[src/inc/irq_vec_pkg.sv]
// Shared constants for the interrupt level and vector controller
`default_nettype none
package irq_vec_pkg;
  // ----------------------------------------------------------------
  // Request numbering and level fields
  // ----------------------------------------------------------------
  localparam int NUM_REQ = 24;
  localparam int LVL_W = 2;
  localparam int NUM_LVL_REGS = 6;
  localparam int FIELDS_PER_REG = 4;
  localparam logic [7:0] LVL_REG_RESET = 8'hff;
  localparam logic [4:0] REQ_EXT4 = 5'h00;
  localparam logic [4:0] REQ_EXT6 = 5'h02;
  localparam logic [4:0] REQ_CT0_LO = 5'h05;
  localparam logic [4:0] REQ_CT0_HI = 5'h06;
  localparam logic [4:0] REQ_ADC = 5'h12;
  localparam logic [4:0] REQ_TBT = 5'h13;
  localparam logic [4:0] REQ_WPRE = 5'h14;
  localparam logic [4:0] REQ_FLASH = 5'h17;
  // Requests that have a source wired in this variant
  localparam logic [23:0] USED_REQS = 24'h9c0065;

  // ----------------------------------------------------------------
  // Vector table
  // ----------------------------------------------------------------
  localparam logic [15:0] VEC_TOP = 16'hfffa;

  // ----------------------------------------------------------------
  // APB map (level registers by index, byte address = 4 x index)
  // ----------------------------------------------------------------
  localparam int ADDR_W = 12;
  localparam logic [9:0] LVL_REG0_IDX = 10'h079;
  localparam logic [9:0] LVL_REG5_IDX = 10'h07e;
  localparam logic [11:0] STATUS_ADDR = 12'h200;
  localparam logic [11:0] MASK_ADDR = 12'h204;
  localparam logic [11:0] CPU_VIEW_ADDR = 12'h208;
  // Fields of the CPU view register
  localparam int VIEW_NUM_LSB = 0;
  localparam int VIEW_LVL_LSB = 8;
  localparam int VIEW_REQ_BIT = 16;
endpackage : irq_vec_pkg
`default_nettype wire

[src/design/irq_vector_ctrl.sv]
// Interrupt level registers, priority resolution and vector addressing
`timescale 1ns/10ps
`default_nettype none
// ------------------------------------------------------------------
// Summary of operation
// - Each vector is two bytes, upper byte even address, lower byte next odd.
// - Vectors step down two bytes per request number, 0 at top, 23 lowest.
// - Every request number has its own two-bit level field, same index.
// - Among equal-level pending requests the lowest request number wins.
// - External channel 4 raises request 0, channel 6 raises request 2.
// - Composite timer 0 lower half raises 5, upper half raises 6.
// - A/D raises 18, time-base timer 19, watch prescaler 20.
// - Flash controller raises 23, the last position among equal levels.
// - Requests 1,3,4,7-17,21,22 have no source but keep vector and level.
// - Level fields pack four per byte in six registers reset to ones.
// ------------------------------------------------------------------
module irq_vector_ctrl (
  input wire logic clock,
  input wire logic rst,
  input wire logic psel,
  input wire logic penable,
  input wire logic pwrite,
  input wire logic [11:0] paddr,
  input wire logic [31:0] pwdata,
  input wire logic [3:0] pstrb,
  output logic pready,
  output logic [31:0] prdata,
  output logic pslverr,
  input wire logic ext_int4,
  input wire logic ext_int6,
  input wire logic ct0_lower,
  input wire logic ct0_upper,
  input wire logic adc_done,
  input wire logic timebase_tick,
  input wire logic watch_tick,
  input wire logic flash_done,
  input wire logic [1:0] cpu_level,
  output logic irq,
  output logic cpu_irq_req,
  output logic [4:0] cpu_irq_num,
  output logic [1:0] cpu_irq_level,
  output logic [15:0] vec_upper_addr,
  output logic [15:0] vec_lower_addr
);
  // ----------------------------------------------------------------
  // State
  // ----------------------------------------------------------------
  typedef struct packed {
    logic [47:0] levels;
    logic [23:0] status;
    logic [23:0] mask;
    logic [23:0] src_prev;
    logic irq;
    logic cpu_req;
    logic [4:0] num;
    logic [1:0] lvl;
    logic [15:0] vec_hi;
    logic [15:0] vec_lo;
    logic pready;
    logic [31:0] prdata;
    logic pslverr;
  } state_t;

  // Levels reset to all ones: level 3 can never beat any CPU level
  localparam state_t STATE_RESET = '{
    levels: {6{irq_vec_pkg::LVL_REG_RESET}},
    default: '0
  };

  state_t s_q;
  state_t s_d;

  logic [23:0] req;
  logic [23:0] rise;
  logic [23:0] elig;
  logic win_valid;
  logic [4:0] win_num;
  logic [1:0] win_lvl;
  logic [9:0] idx;
  logic lvl_hit;
  logic [2:0] lvl_sel;
  logic apb_done;
  logic apb_wait;

  // ----------------------------------------------------------------
  // Source routing and priority resolution
  // ----------------------------------------------------------------
  irq_source_map u_map (
    .ext_int4(ext_int4),
    .ext_int6(ext_int6),
    .ct0_lower(ct0_lower),
    .ct0_upper(ct0_upper),
    .adc_done(adc_done),
    .timebase_tick(timebase_tick),
    .watch_tick(watch_tick),
    .flash_done(flash_done),
    .req(req)
  );

  // Mask gates both the CPU request path and the summary output
  assign elig = req & s_q.mask;

  irq_level_arbiter #(
    .N(irq_vec_pkg::NUM_REQ)
  ) u_arb (
    .elig(elig),
    .levels(s_q.levels),
    .win_valid(win_valid),
    .win_num(win_num),
    .win_lvl(win_lvl)
  );

  // ----------------------------------------------------------------
  // APB decode
  // ----------------------------------------------------------------
  // One wait state: pready rises in the second access cycle
  assign apb_wait = psel && penable && !s_q.pready;
  assign apb_done = psel && penable && s_q.pready;
  assign idx = paddr[11:2];
  assign lvl_hit = (paddr[1:0] == 2'h0) &&
                   (idx >= irq_vec_pkg::LVL_REG0_IDX) &&
                   (idx <= irq_vec_pkg::LVL_REG5_IDX);
  assign lvl_sel = 3'(idx - irq_vec_pkg::LVL_REG0_IDX);

  // ----------------------------------------------------------------
  // Next state
  // ----------------------------------------------------------------
  always_comb begin
    s_d = s_q;
    rise = req & ~s_q.src_prev;
    s_d.src_prev = req;

    // Register writes take effect at the completing edge only
    if (apb_done && pwrite) begin
      if (lvl_hit && pstrb[0]) begin
        s_d.levels[8*lvl_sel +: 8] = pwdata[7:0];
      end
      if (paddr == irq_vec_pkg::MASK_ADDR) begin
        for (int b = 0; b < 3; b++) begin
          if (pstrb[b]) begin
            s_d.mask[8*b +: 8] = pwdata[8*b +: 8];
          end
        end
      end
    end

    // Read of status clears only the bits it reported; prdata still holds
    // that snapshot, so an edge landing after the snapshot is not lost
    if (apb_done && !pwrite && paddr == irq_vec_pkg::STATUS_ADDR) begin
      s_d.status = s_q.status & ~s_q.prdata[23:0];
    end
    s_d.status = s_d.status | rise;

    // Answer phase: data and error loaded with pready
    s_d.pready = apb_wait;
    s_d.prdata = 32'h00000000;
    s_d.pslverr = 1'b0;
    if (apb_wait) begin
      if (lvl_hit) begin
        s_d.prdata[7:0] = s_q.levels[8*lvl_sel +: 8];
      end else begin
        case (paddr)
          irq_vec_pkg::STATUS_ADDR: begin
            s_d.prdata[23:0] = s_q.status;
          end
          irq_vec_pkg::MASK_ADDR: begin
            s_d.prdata[23:0] = s_q.mask;
          end
          irq_vec_pkg::CPU_VIEW_ADDR: begin
            s_d.prdata[irq_vec_pkg::VIEW_NUM_LSB +: 5] = s_q.num;
            s_d.prdata[irq_vec_pkg::VIEW_LVL_LSB +: 2] = s_q.lvl;
            s_d.prdata[irq_vec_pkg::VIEW_REQ_BIT] = s_q.cpu_req;
          end
          default: begin
            s_d.pslverr = 1'b1;
          end
        endcase
      end
    end

    // Only a request more urgent than the CPU is offered
    s_d.cpu_req = win_valid && (win_lvl < cpu_level);
    if (s_d.cpu_req) begin
      s_d.num = win_num;
      s_d.lvl = win_lvl;
      s_d.vec_hi = irq_vec_pkg::VEC_TOP - {10'h000, win_num, 1'b0};
      s_d.vec_lo = s_d.vec_hi | 16'h0001;
    end

    s_d.irq = |(s_d.status & s_d.mask);
  end

  // ----------------------------------------------------------------
  // State register
  // ----------------------------------------------------------------
  always_ff @(posedge clock or posedge rst) begin
    if (rst) begin
      s_q <= STATE_RESET;
    end else begin
      s_q <= s_d;
    end
  end

  // Outputs straight from flip-flops
  assign pready = s_q.pready;
  assign prdata = s_q.prdata;
  assign pslverr = s_q.pslverr;
  assign irq = s_q.irq;
  assign cpu_irq_req = s_q.cpu_req;
  assign cpu_irq_num = s_q.num;
  assign cpu_irq_level = s_q.lvl;
  assign vec_upper_addr = s_q.vec_hi;
  assign vec_lower_addr = s_q.vec_lo;

  // Helper: some eligible request beats the chosen one
  logic hp_viol;
  always_comb begin
    hp_viol = 1'b0;
    for (int i = 0; i < irq_vec_pkg::NUM_REQ; i++) begin
      if (elig[i] && win_valid &&
          (s_q.levels[2*i +: 2] < win_lvl ||
           (s_q.levels[2*i +: 2] == win_lvl && 5'(i) < win_num))) begin
        hp_viol = 1'b1;
      end
    end
  end

  // ----------------------------------------------------------------
  // Register bus and status checks
  // ----------------------------------------------------------------
  // Decode kept apart from the answer logic so a decode slip shows up
  logic addr_mapped;
  assign addr_mapped = lvl_hit ||
                       paddr == irq_vec_pkg::STATUS_ADDR ||
                       paddr == irq_vec_pkg::MASK_ADDR ||
                       paddr == irq_vec_pkg::CPU_VIEW_ADDR;

  // Completing edge of a status read
  logic status_rd;
  assign status_rd = apb_done && !pwrite && paddr == irq_vec_pkg::STATUS_ADDR;
endmodule : irq_vector_ctrl
`default_nettype wire

[src/design/irq_source_map.sv]
// Routing of peripheral interrupt lines onto request numbers
`timescale 1ns/10ps
`default_nettype none
module irq_source_map (
  input wire logic ext_int4,
  input wire logic ext_int6,
  input wire logic ct0_lower,
  input wire logic ct0_upper,
  input wire logic adc_done,
  input wire logic timebase_tick,
  input wire logic watch_tick,
  input wire logic flash_done,
  output logic [23:0] req
);
  // ----------------------------------------------------------------
  // Fixed wiring; slots without a source stay quiet
  // ----------------------------------------------------------------
  always_comb begin
    req = 24'h000000;
    req[irq_vec_pkg::REQ_EXT4] = ext_int4;
    req[irq_vec_pkg::REQ_EXT6] = ext_int6;
    req[irq_vec_pkg::REQ_CT0_LO] = ct0_lower;
    req[irq_vec_pkg::REQ_CT0_HI] = ct0_upper;
    req[irq_vec_pkg::REQ_ADC] = adc_done;
    req[irq_vec_pkg::REQ_TBT] = timebase_tick;
    req[irq_vec_pkg::REQ_WPRE] = watch_tick;
    req[irq_vec_pkg::REQ_FLASH] = flash_done;
  end
endmodule : irq_source_map
`default_nettype wire

[src/design/irq_level_arbiter.sv]
// Picks the most urgent eligible request, lowest number on ties
`timescale 1ns/10ps
`default_nettype none
module irq_level_arbiter #(
  parameter int N = 24
) (
  input wire logic [N-1:0] elig,
  input wire logic [2*N-1:0] levels,
  output logic win_valid,
  output logic [4:0] win_num,
  output logic [1:0] win_lvl
);
  // ----------------------------------------------------------------
  // Parameter check
  // ----------------------------------------------------------------
  if (N < 1 || N > 32) begin : g_bad_n
    $error("irq_level_arbiter: N must be 1 to 32");
  end

  // ----------------------------------------------------------------
  // Per-request level fields
  // ----------------------------------------------------------------
  logic [1:0] lvl_a [N];
  for (genvar i = 0; i < N; i++) begin : g_lvl
    assign lvl_a[i] = levels[2*i +: 2];
  end

  // Scan from the top down with <= so the lower number wins a tie
  always_comb begin
    win_valid = 1'b0;
    win_num = 5'h00;
    win_lvl = 2'h3;
    for (int i = N - 1; i >= 0; i--) begin
      if (elig[i] && (!win_valid || lvl_a[i] <= win_lvl)) begin
        win_valid = 1'b1;
        win_num = 5'(i);
        win_lvl = lvl_a[i];
      end
    end
  end
endmodule : irq_level_arbiter
`default_nettype wire

[config.mk]
export PLATFORM = sky130hd
export DESIGN_NAME = irq_vector_ctrl
export DESIGN_NICKNAME = d
export VERILOG_FILES = /design/src/inc/irq_vec_pkg.sv /design/src/design/irq_vector_ctrl.sv /design/src/design/irq_source_map.sv /design/src/design/irq_level_arbiter.sv
export SDC_FILE = /design/constraint.sdc
export NUM_CORES = 1
export LEC_CHECK = 0
export BUFFER_PORTS_ARGS = -buffer_cell sky130_fd_sc_hd__buf_2
export CORE_ASPECT_RATIO = 2
export CORE_MARGIN = 1.5
export CORE_UTILIZATION = 45
export CTS_CLUSTER_DIAMETER = 200
export CTS_CLUSTER_SIZE = 30
export DETAILED_ROUTE_END_ITERATION = 12
export PLACE_DENSITY = 0.77
export SYNTH_ARGS = -nofsm -noshare
export SYNTH_HDL_FRONTEND = slang
export SYNTH_SLANG_ARGS = --single-unit
[constraint.sdc]
create_clock -name clock -period 20 [get_ports clock]
set_input_delay 1 -clock clock [delete_from_list [all_inputs] [get_ports clock]]
set_output_delay 1 -clock clock [all_outputs]
set_load 0.03 [all_outputs]
==> flow_summary.toml, run 1 <==
[timing]
final_hold_viol_count = 0
worstMarginPinSlew_ns = 1.28
maxSlewViolCount = 0
max_freq_mhz = 87.9
relSlewSlack_pct = 14.6
timing.final.crit_share_pct = 56.9
rsz0062_at_grt = "no"
fin_ws_ns = 8.62
holdWs_ns = 0.476
finClkSkew_ns = 0.0102
setup_viol = 0
setup-tns-final_ns = 0
finalCriticalPeriod_ns = 11.38

[job]
maxCapViolations = 0

[worst_setup_path]
path_common_cell = "ha_1"
cpMaxStageDelayCell = "o31ai_2"
worstPathMaxFanout = 11
r2r-start = "s_q[122]$_DFF_PP0_"
crit_path_end_kind = "flop"
critPathTopFamily = "compound AO/OA/AOI/OAI gates"
cp_num_buf_inv = 1
arrival_ns = 11.67
crit_start = "flash_done"
max_stage_delay_ns = 0.81
criticalPathCategory = "in -> reg"
worstSetupStartpointType = "input port"
worstPathRequired_ns = 20.30

[cts]
cts_tree = "yes"
cts_sinks = 143
ctsResizeCount = 0
cts_setup_buffers = 0
path_clk_slew_ns = 0.07
htreeDepth = 4
clkLatencyLatePin_ns = 0.42
clockRootBuffer = "clkbuf_16"
clock_path_buffers = 2
cts_buffers = 17
cts_hold_buf = 0

[grt]
grt_usage_pct = 21.5
grt_max_degree = 86
overflow = 0
grt_pass1_vias = 5454
grt_pass1_wl_mm = 29.1
antenna_found_initial = 0

[floorplan]
die_h_um = 186
fp.dieW_um = 94.7
die-area_mm2 = 0.0177
initial_core_util_pct = 45.6
core_area_mm2 = 0.0166
rows = 67
ioPinCount = 138

[placed_design]
dpl_cell_area_mm2 = 0.00786
place_inst = 943
io_buffers = 118
dpl.hpwl_mm = 13.2
gp_congestion = 0.889
pre_cts_ws_ns = 8.44

[power]
power_mw = 0.627
p_sw_share_pct = 25.9
switching_power_mw = 0.162
clockPowerShare_pct = 48.1
p_comb_share_pct = 5.4
internal-power_mw = 0.465
ir_worst_vdd_uv = 77.4
total_leakage_power_nw = 3.94
power_frac_seq_pct = 46.4
p_per_area_mw_per_mm2 = 74.4

[finish]
final_area_mm2 = 0.00843
area_growth_pct = 11.3
final_util_pct = 50.8
fin_nets = 841
final_cells = 975
drive_gt1_share_pct = 37.5
antennaDiodeCount = 0

[routing]
drt_iter0_drc = 417
num_vias = 5628
drc = 0
viasPerCell = 5.77
antenna_left = 0
dr.pass1.iters = 6
drt-total-wl_mm = 18.6
wl_per_cell_um = 19.0

[synth]
synth_top_area_share_pct = 31.4
synth-edff-count = 0
ys_ff_latch = 143
synth-seq-area-share_pct = 48.0
synth.distinct_cells = 61
synth.top_cells.by_area = "dfrtp_1, dfstp_2, mux2_2"
ys_warn_count = 0
yosys.area.top_type = "dfrtp_1"
synthArstFlopShare_pct = 100
avgSynthCellArea_um2 = 10.8
synth_flop_cell = "dfrtp_1"
synthCells = 699
netlist_area_mm2 = 0.00757

[outcome]
status = "finished clean"

[min_path]
hold_path_startpoint = "s_q[171]$_DFFE_PP1P_"
hold_class = "reg -> reg"
==> worst register-to-register path, delay by kind of cell, from the launching register on <==
kind	cells	cell delay, ns
AOI/OAI and AO/OA	18	4.88
DFF	1	0.46
adders and majority gates	8	2.20
muxes	1	0.42
and+or+nand+nor	18	3.10
==> path summary, 6_finish.rpt <==
path	slack, ns	cells after the start	to
max	8.62	46	vec_lower_addr[5]$_DFFE_PP0P_
min	0.48	2	s_q[171]$_DFFE_PP1P_
max reg2reg	8.88	45	vec_lower_addr[5]$_DFFE_PP0P_
min reg2reg	0.48	2	s_q[171]$_DFFE_PP1P_
max in group asynchronous	17.96	3	s_q[106]$_DFF_PP0_
min in group asynchronous	0.63	2	s_q[107]$_DFF_PP0_
==> flip-flops by register name, summed over array words and instances (netlist names) <==
register,cells
cpu_irq_req,1
s_q,104
vec_lower_addr,6
pslverr,1
prdata,24
cpu_irq_num,3
cpu_irq_level,2
pready,1
irq,1
==> power by group through the flow <==
stage	sequential (mW)	combinational, mW	clock, mW
2_1_floorplan	0.297	0.0204	0
3_3_place_gp	0.296	0.0335	0
3_5_place_dp	0.296	0.0340	0
4_1_cts	0.291	0.0342	0.304
5_1_grt	0.291	0.0374	0.318
6_report	0.291	0.0341	0.302
==> per-layer routing <==
| metal | vias to the layer above | routed length, µm | global-route usage [%] |
|---|---|---|---|
| met5 | - | 0 | 0 |
| met4 | 0 | 642 | 8.32 |
| met3 | 44 | 1320 | 5.01 |
| met2 | 273 | 8910 | 33.3 |
| met1 | 2790 | 7700 | 29.1 |
| li1 | 2521 | - | - |
==> layout make-up <==
| cell class | instances | area, µm² |
|---|---|---|
| repair buffers | 120 | 606 |
| well taps | 207 | 259 |
| inverters | 37 | 144 |
| fillers | 1481 | 8170 |
| multi-input cells | 436 | 3210 |
| clock inverters | 15 | 145 |
| clock buffers | 17 | 425 |
| flip-flops and latches | 143 | 3640 |
==> layout by cell type (no fill, tap or decap), drive strengths merged, types with 19 or more instances in the layout <==
cell type / n
a21boi: 19
a22oi: 25
buf: 120
dfrtp: 95
dfstp: 48
ha: 23
inv: 45
mux2: 64
nand2: 75
nor2: 43
o21ai: 21
==> Yosys cell counts, types with 4 or more instances <==
| cell type | number |
|---|---|
| nor3_1 | 9 |
| and2_1 | 9 |
| a22o_1 | 8 |
| nand4_1 | 8 |
| mux4_2 | 8 |
| or2_2 | 4 |
| nand2_1 | 75 |
| mux2_1 | 4 |
| o21a_1 | 5 |
| dfrtp_1 | 95 |
| a21boi_0 | 18 |
| dfstp_2 | 48 |
| mux2_2 | 60 |
| inv_1 | 37 |
| a22oi_1 | 22 |
| nand3_1 | 13 |
| a221oi_1 | 6 |
| ha_1 | 23 |
| a222oi_1 | 8 |
| clkbuf_1 | 14 |
| nor2_1 | 42 |
| o21ai_0 | 21 |
| a21oi_1 | 18 |
| buf_4 | 71 |
| nor2b_1 | 8 |
| mux2i_1 | 10 |
==> logic make-up after synthesis <==
group                    share of synthesized area, %
AND/OR/NAND/NOR                                  12.2
flip-flops                                       48.0
AO/OA/AOI/OAI                                    12.5
buffers and inverters                            10.1
multiplexers                                     13.2
adder cells (fa/ha/maj)                          3.80
other                                          0.0495
XOR/XNOR                                        0.116
Note: power is estimated with default switching activity, not from simulation.
==> run 2: changes to the inputs <==
- clock period: 20 -> 11.6 ns (I/O delays scaled with it)
==> flow_summary.toml, run 2 (synthesized netlist as in run 1, its figures left out) <==
[floorplan]
core_area_mm2 = 0.0166
die-area_mm2 = 0.0177
initial_core_util_pct = 45.6
die_h_um = 186
rows = 67
fp.dieW_um = 94.7
ioPinCount = 138

[routing]
num_vias = 5685
drc = 0
dr.pass1.iters = 5
drt-total-wl_mm = 18.9
antenna_left = 0
drt_iter0_drc = 567
wl_per_cell_um = 19.4
viasPerCell = 5.84

[timing]
final_hold_viol_count = 0
holdWs_ns = 0.220
finClkSkew_ns = 0.00549
finalCriticalPeriod_ns = 10.91
relSlewSlack_pct = 21.8
timing.final.crit_share_pct = 94.1
fin_ws_ns = 0.687
setup_viol = 0
max_freq_mhz = 91.6
maxSlewViolCount = 0
worstMarginPinSlew_ns = 1.17

[worst_setup_path]
r2r-start = "s_q[122]$_DFF_PP0_"
arrival_ns = 11.22
cpMaxStageDelayCell = "a221oi_1"
r2r-end = "cpu_irq_level[1]$_DFFE_PP0P_"
crit_start = "s_q[122]$_DFF_PP0_"
path_common_cell = "ha_1"
crit_end = "cpu_irq_level[1]$_DFFE_PP0P_"
max_stage_delay_ns = 0.51
r2r_cells = 47
cp_num_buf_inv = 1
cp.depth = 47
criticalPathCategory = "reg -> reg"
worstSetupStartpointType = "flop"
worstPathMaxFanout = 11
critPathTopFamily = "compound AO/OA/AOI/OAI gates"
worstPathRequired_ns = 11.91
crit_path_end_kind = "flop"
rrSetupSlack_ns = 0.69

[cts]
cts_sinks = 143
htreeDepth = 4
clkLatencyLatePin_ns = 0.42
path_clk_slew_ns = 0.06
clock_path_buffers = 2
clockRootBuffer = "clkbuf_16"
cts_tree = "yes"
cts_buffers = 17

[finish]
antennaDiodeCount = 0
fin_nets = 841
final_cell_mix = "buf_2, dfrtp_1, nand2_1"
final_common_cell = "buf_2"
multiInputGateArea_mm2 = 0.00324
drive_gt1_share_pct = 37.9
area_growth_pct = 12.8
final_area_mm2 = 0.00854
top_register = "s_q"
final_util_pct = 51.5
seq_area_mm2 = 0.00364
largest_reg_flops = 104
fillers = 1485

[min_path]
hold_class = "in -> async"

[power]
total_leakage_power_nw = 3.99
p_per_area_mw_per_mm2 = 137
ir_worst_vdd_uv = 118

[grt]
grt_pass1_wl_mm = 30.1
overflow = 0
grt_pass1_vias = 5671
grt_max_degree = 81
grt_usage_pct = 22.4
antenna_found_initial = 0

[placed_design]
dpl_cell_area_mm2 = 0.00786
dpl.hpwl_mm = 13.3
pre_cts_ws_ns = 0.231
io_buffers = 118
gp_congestion = 0.881

[job]
maxCapViolations = 0

[outcome]
status = "finished clean"
==> run 2: layout make-up <==
class                      count  share of cell area [%]
clock buffer                  17                    4.98
clock inverter                14                    2.67
inverter                      37                    1.68
multi-input combinational    436                    37.9
sequential                   143                    42.6
tap                          207                    3.03
timing repair buffer         120                    7.09
==> run 2: how the worst min path moves through the flow <==
stage / from / endpoint / slack, ns
floorplan: prdata[21]$_DFF_PP0_ / s_q[144]$_DFF_PP0_ / 0.43
global placement: s_q[171]$_DFFE_PP1P_ / s_q[171]$_DFFE_PP1P_ / 0.46
detailed placement: s_q[177]$_DFFE_PP1P_ / s_q[177]$_DFFE_PP1P_ / 0.47
CTS: rst / s_q[131]$_DFF_PP0_ / 0.24
global route: rst / s_q[131]$_DFF_PP0_ / 0.27
finish: rst / s_q[131]$_DFF_PP0_ / 0.22
==> run 2: timing repair <==
item	4_1_cts	5_1_grt
setup buffers	0	0
resized for setup	0	5
endpoints found under the setup margin	0	11
hold buffers	0	0
==> run 2: through the flow <==
| step | std cells | setup TNS (ns) | total power [mW] |
|---|---|---|---|
| CTS | 974 | 0 | 1.17 |
| global placement | 943 | 0 | 0.569 |
| floorplan | 708 | 0 | 0.546 |
| detailed placement | 943 | 0 | 0.569 |
| global route | 974 | -0.175 | 1.20 |
| finish | 974 | 0 | 1.17 |
==> run 2: report_power, final <==
| group | total, mW | leakage, nW | switching [mW] | internal (mW) |
|---|---|---|---|---|
| Sequential | 0.502 | 1.74 | 0.000765 | 0.502 |
| Clock | 0.605 | 0.315 | 0.220 | 0.385 |
| Combinational | 0.0587 | 1.93 | 0.0430 | 0.0157 |
==> run 2: routing by layer <==
metal | part of all wire, % | global-route usage (%) | wire (µm)
met4 | 2.8 | 7.86 | 534
met3 | 7.3 | 4.77 | 1380
met2 | 50 | 36.0 | 9420
met5 | 0 | 0 | 0
met1 | 40 | 29.5 | 7520
==> run 3: changes to the inputs <==
- CORE_MARGIN: 1.5 -> unset
- PLACE_DENSITY: 0.77 -> 0.64
==> flow_summary.toml, run 3 (synthesized netlist as in run 1, its figures left out) <==
[outcome]
status = "finished clean"

[finish]
fillers = 1504
fin_nets = 843
antennaDiodeCount = 0
seq_area_mm2 = 0.00364
final_util_pct = 52.0
top_register = "s_q"
area_growth_pct = 12.2
multiInputGateArea_mm2 = 0.00323
final_cell_mix = "buf_2, dfrtp_1, nand2_1"
drive_gt1_share_pct = 38.1
final_cells = 974
largest_reg_flops = 104
final_common_cell = "buf_2"

[floorplan]
ioPinCount = 138
die_h_um = 185
fp.dieW_um = 93.7
rows = 66
core_area_mm2 = 0.0164
die-area_mm2 = 0.0174
initial_core_util_pct = 46.3

[job]
maxCapViolations = 0

[timing]
holdWs_ns = 0.225
finalCriticalPeriod_ns = 10.55
relSlewSlack_pct = 19.5
setup-tns-final_ns = 0
rsz0062_at_grt = "no"
finClkSkew_ns = 0.0111
max_freq_mhz = 94.8
setup_viol = 0
final_hold_viol_count = 0
worstMarginPinSlew_ns = 1.21
timing.final.crit_share_pct = 91.0
maxSlewViolCount = 0

[cts]
cts_setup_buffers = 0
clkLatencyLatePin_ns = 0.43
cts_sinks = 143
htreeDepth = 4
path_clk_slew_ns = 0.07
clock_path_buffers = 2
clockRootBuffer = "clkbuf_16"
cts_tree = "yes"
cts_buffers = 17

[power]
total_leakage_power_nw = 3.99
p_per_area_mw_per_mm2 = 134
ir_worst_vdd_uv = 99.7

[placed_design]
gp_congestion = 0.828
io_buffers = 118
place_inst = 942
dpl.hpwl_mm = 15.4

[worst_setup_path]
r2r_cells = 46
worstPathRequired_ns = 11.91
worstPathMaxFanout = 8
arrival_ns = 10.86
r2r-start = "s_q[122]$_DFF_PP0_"
rrSetupSlack_ns = 1.05
max_stage_delay_ns = 0.39
cpMaxStageDelayCell = "o31ai_2"
path_common_cell = "ha_1"
worstSetupStartpointType = "flop"
r2r-end = "vec_lower_addr[5]$_DFFE_PP0P_"
crit_path_end_kind = "flop"
criticalPathCategory = "reg -> reg"

[routing]
drt_iter0_drc = 377
drt-total-wl_mm = 20.3
antenna_left = 0
wl_per_cell_um = 20.8
num_vias = 5561
viasPerCell = 5.71
drc = 0
dr.pass1.iters = 6

[grt]
overflow = 0
antenna_found_initial = 0
grt_pass1_vias = 5795
grt_pass1_wl_mm = 31.4
grt_max_degree = 78
grt_usage_pct = 24.7

[min_path]
hold_class = "in -> async"
## run 3: power breakdown
part           total [mW]  switching (mW)  internal, mW
Sequential          0.502        0.000699         0.501
Clock               0.574           0.244         0.329
Combinational      0.0588          0.0430        0.0158
## run 3: per-stage QoR
step | instance area, µm² | total power [mW] | worst slack, ns
4_1_cts | 8480 | 1.14 | 0.553
6_report | 8500 | 1.13 | 1.05
3_3_place_gp | 7870 | 0.569 | 0.681
2_1_floorplan | 7610 | 0.546 | 2.18
5_1_grt | 8500 | 1.17 | 0.111
3_5_place_dp | 7870 | 0.570 | 0.329
## run 3: layout make-up
class | count | area share, %
well taps | 204 | 3.00
flip-flops and latches | 143 | 42.8
repair buffers | 122 | 7.30
inverters | 37 | 1.69
clock inverters | 15 | 2.22
clock buffers | 17 | 5.01
multi-input cells | 436 | 38.0
## run 3: worst max path at each step
stage	start	end	slack, ns	cells after the start
2_1_floorplan	flash_done	cpu_irq_num[2]$_DFFE_PP0P_	2.18	47
3_3_place_gp	flash_done	cpu_irq_num[2]$_DFFE_PP0P_	0.68	50
3_5_place_dp	flash_done	cpu_irq_num[2]$_DFFE_PP0P_	0.33	50
4_1_cts	s_q[122]$_DFF_PP0_	cpu_irq_num[2]$_DFFE_PP0P_	0.55	50
5_1_grt	s_q[122]$_DFF_PP0_	cpu_irq_num[2]$_DFFE_PP0P_	0.11	47
6_report	s_q[122]$_DFF_PP0_	vec_lower_addr[5]$_DFFE_PP0P_	1.05	46
## run 3: timing repair
item,in CTS,in global routing
gates resized for setup,0,5
endpoints found under the setup margin,0,10
hold buffers,0,0
## run 3: worst max-delay path, delay by kind of cell, from the launching register on
kind,cells,cell delay (ns)
buffers and inverters,2,0.44
AOI/OAI and AO/OA,19,4.42
muxes,1,0.34
DFF,1,0.34
adders and majority gates,8,2.23
and+or+nand+nor,16,2.63
## run 3: routing by layer
layer / track usage, % / routed length (µm) / vias to the layer above
met1: 24.2 / 6920 / 2784
met3: 4.13 / 763 / 62
met5: 0 / 0 / -
li1: - / - / 2517
met2: 45.2 / 11300 / 198
met4: 18.6 / 1310 / 0
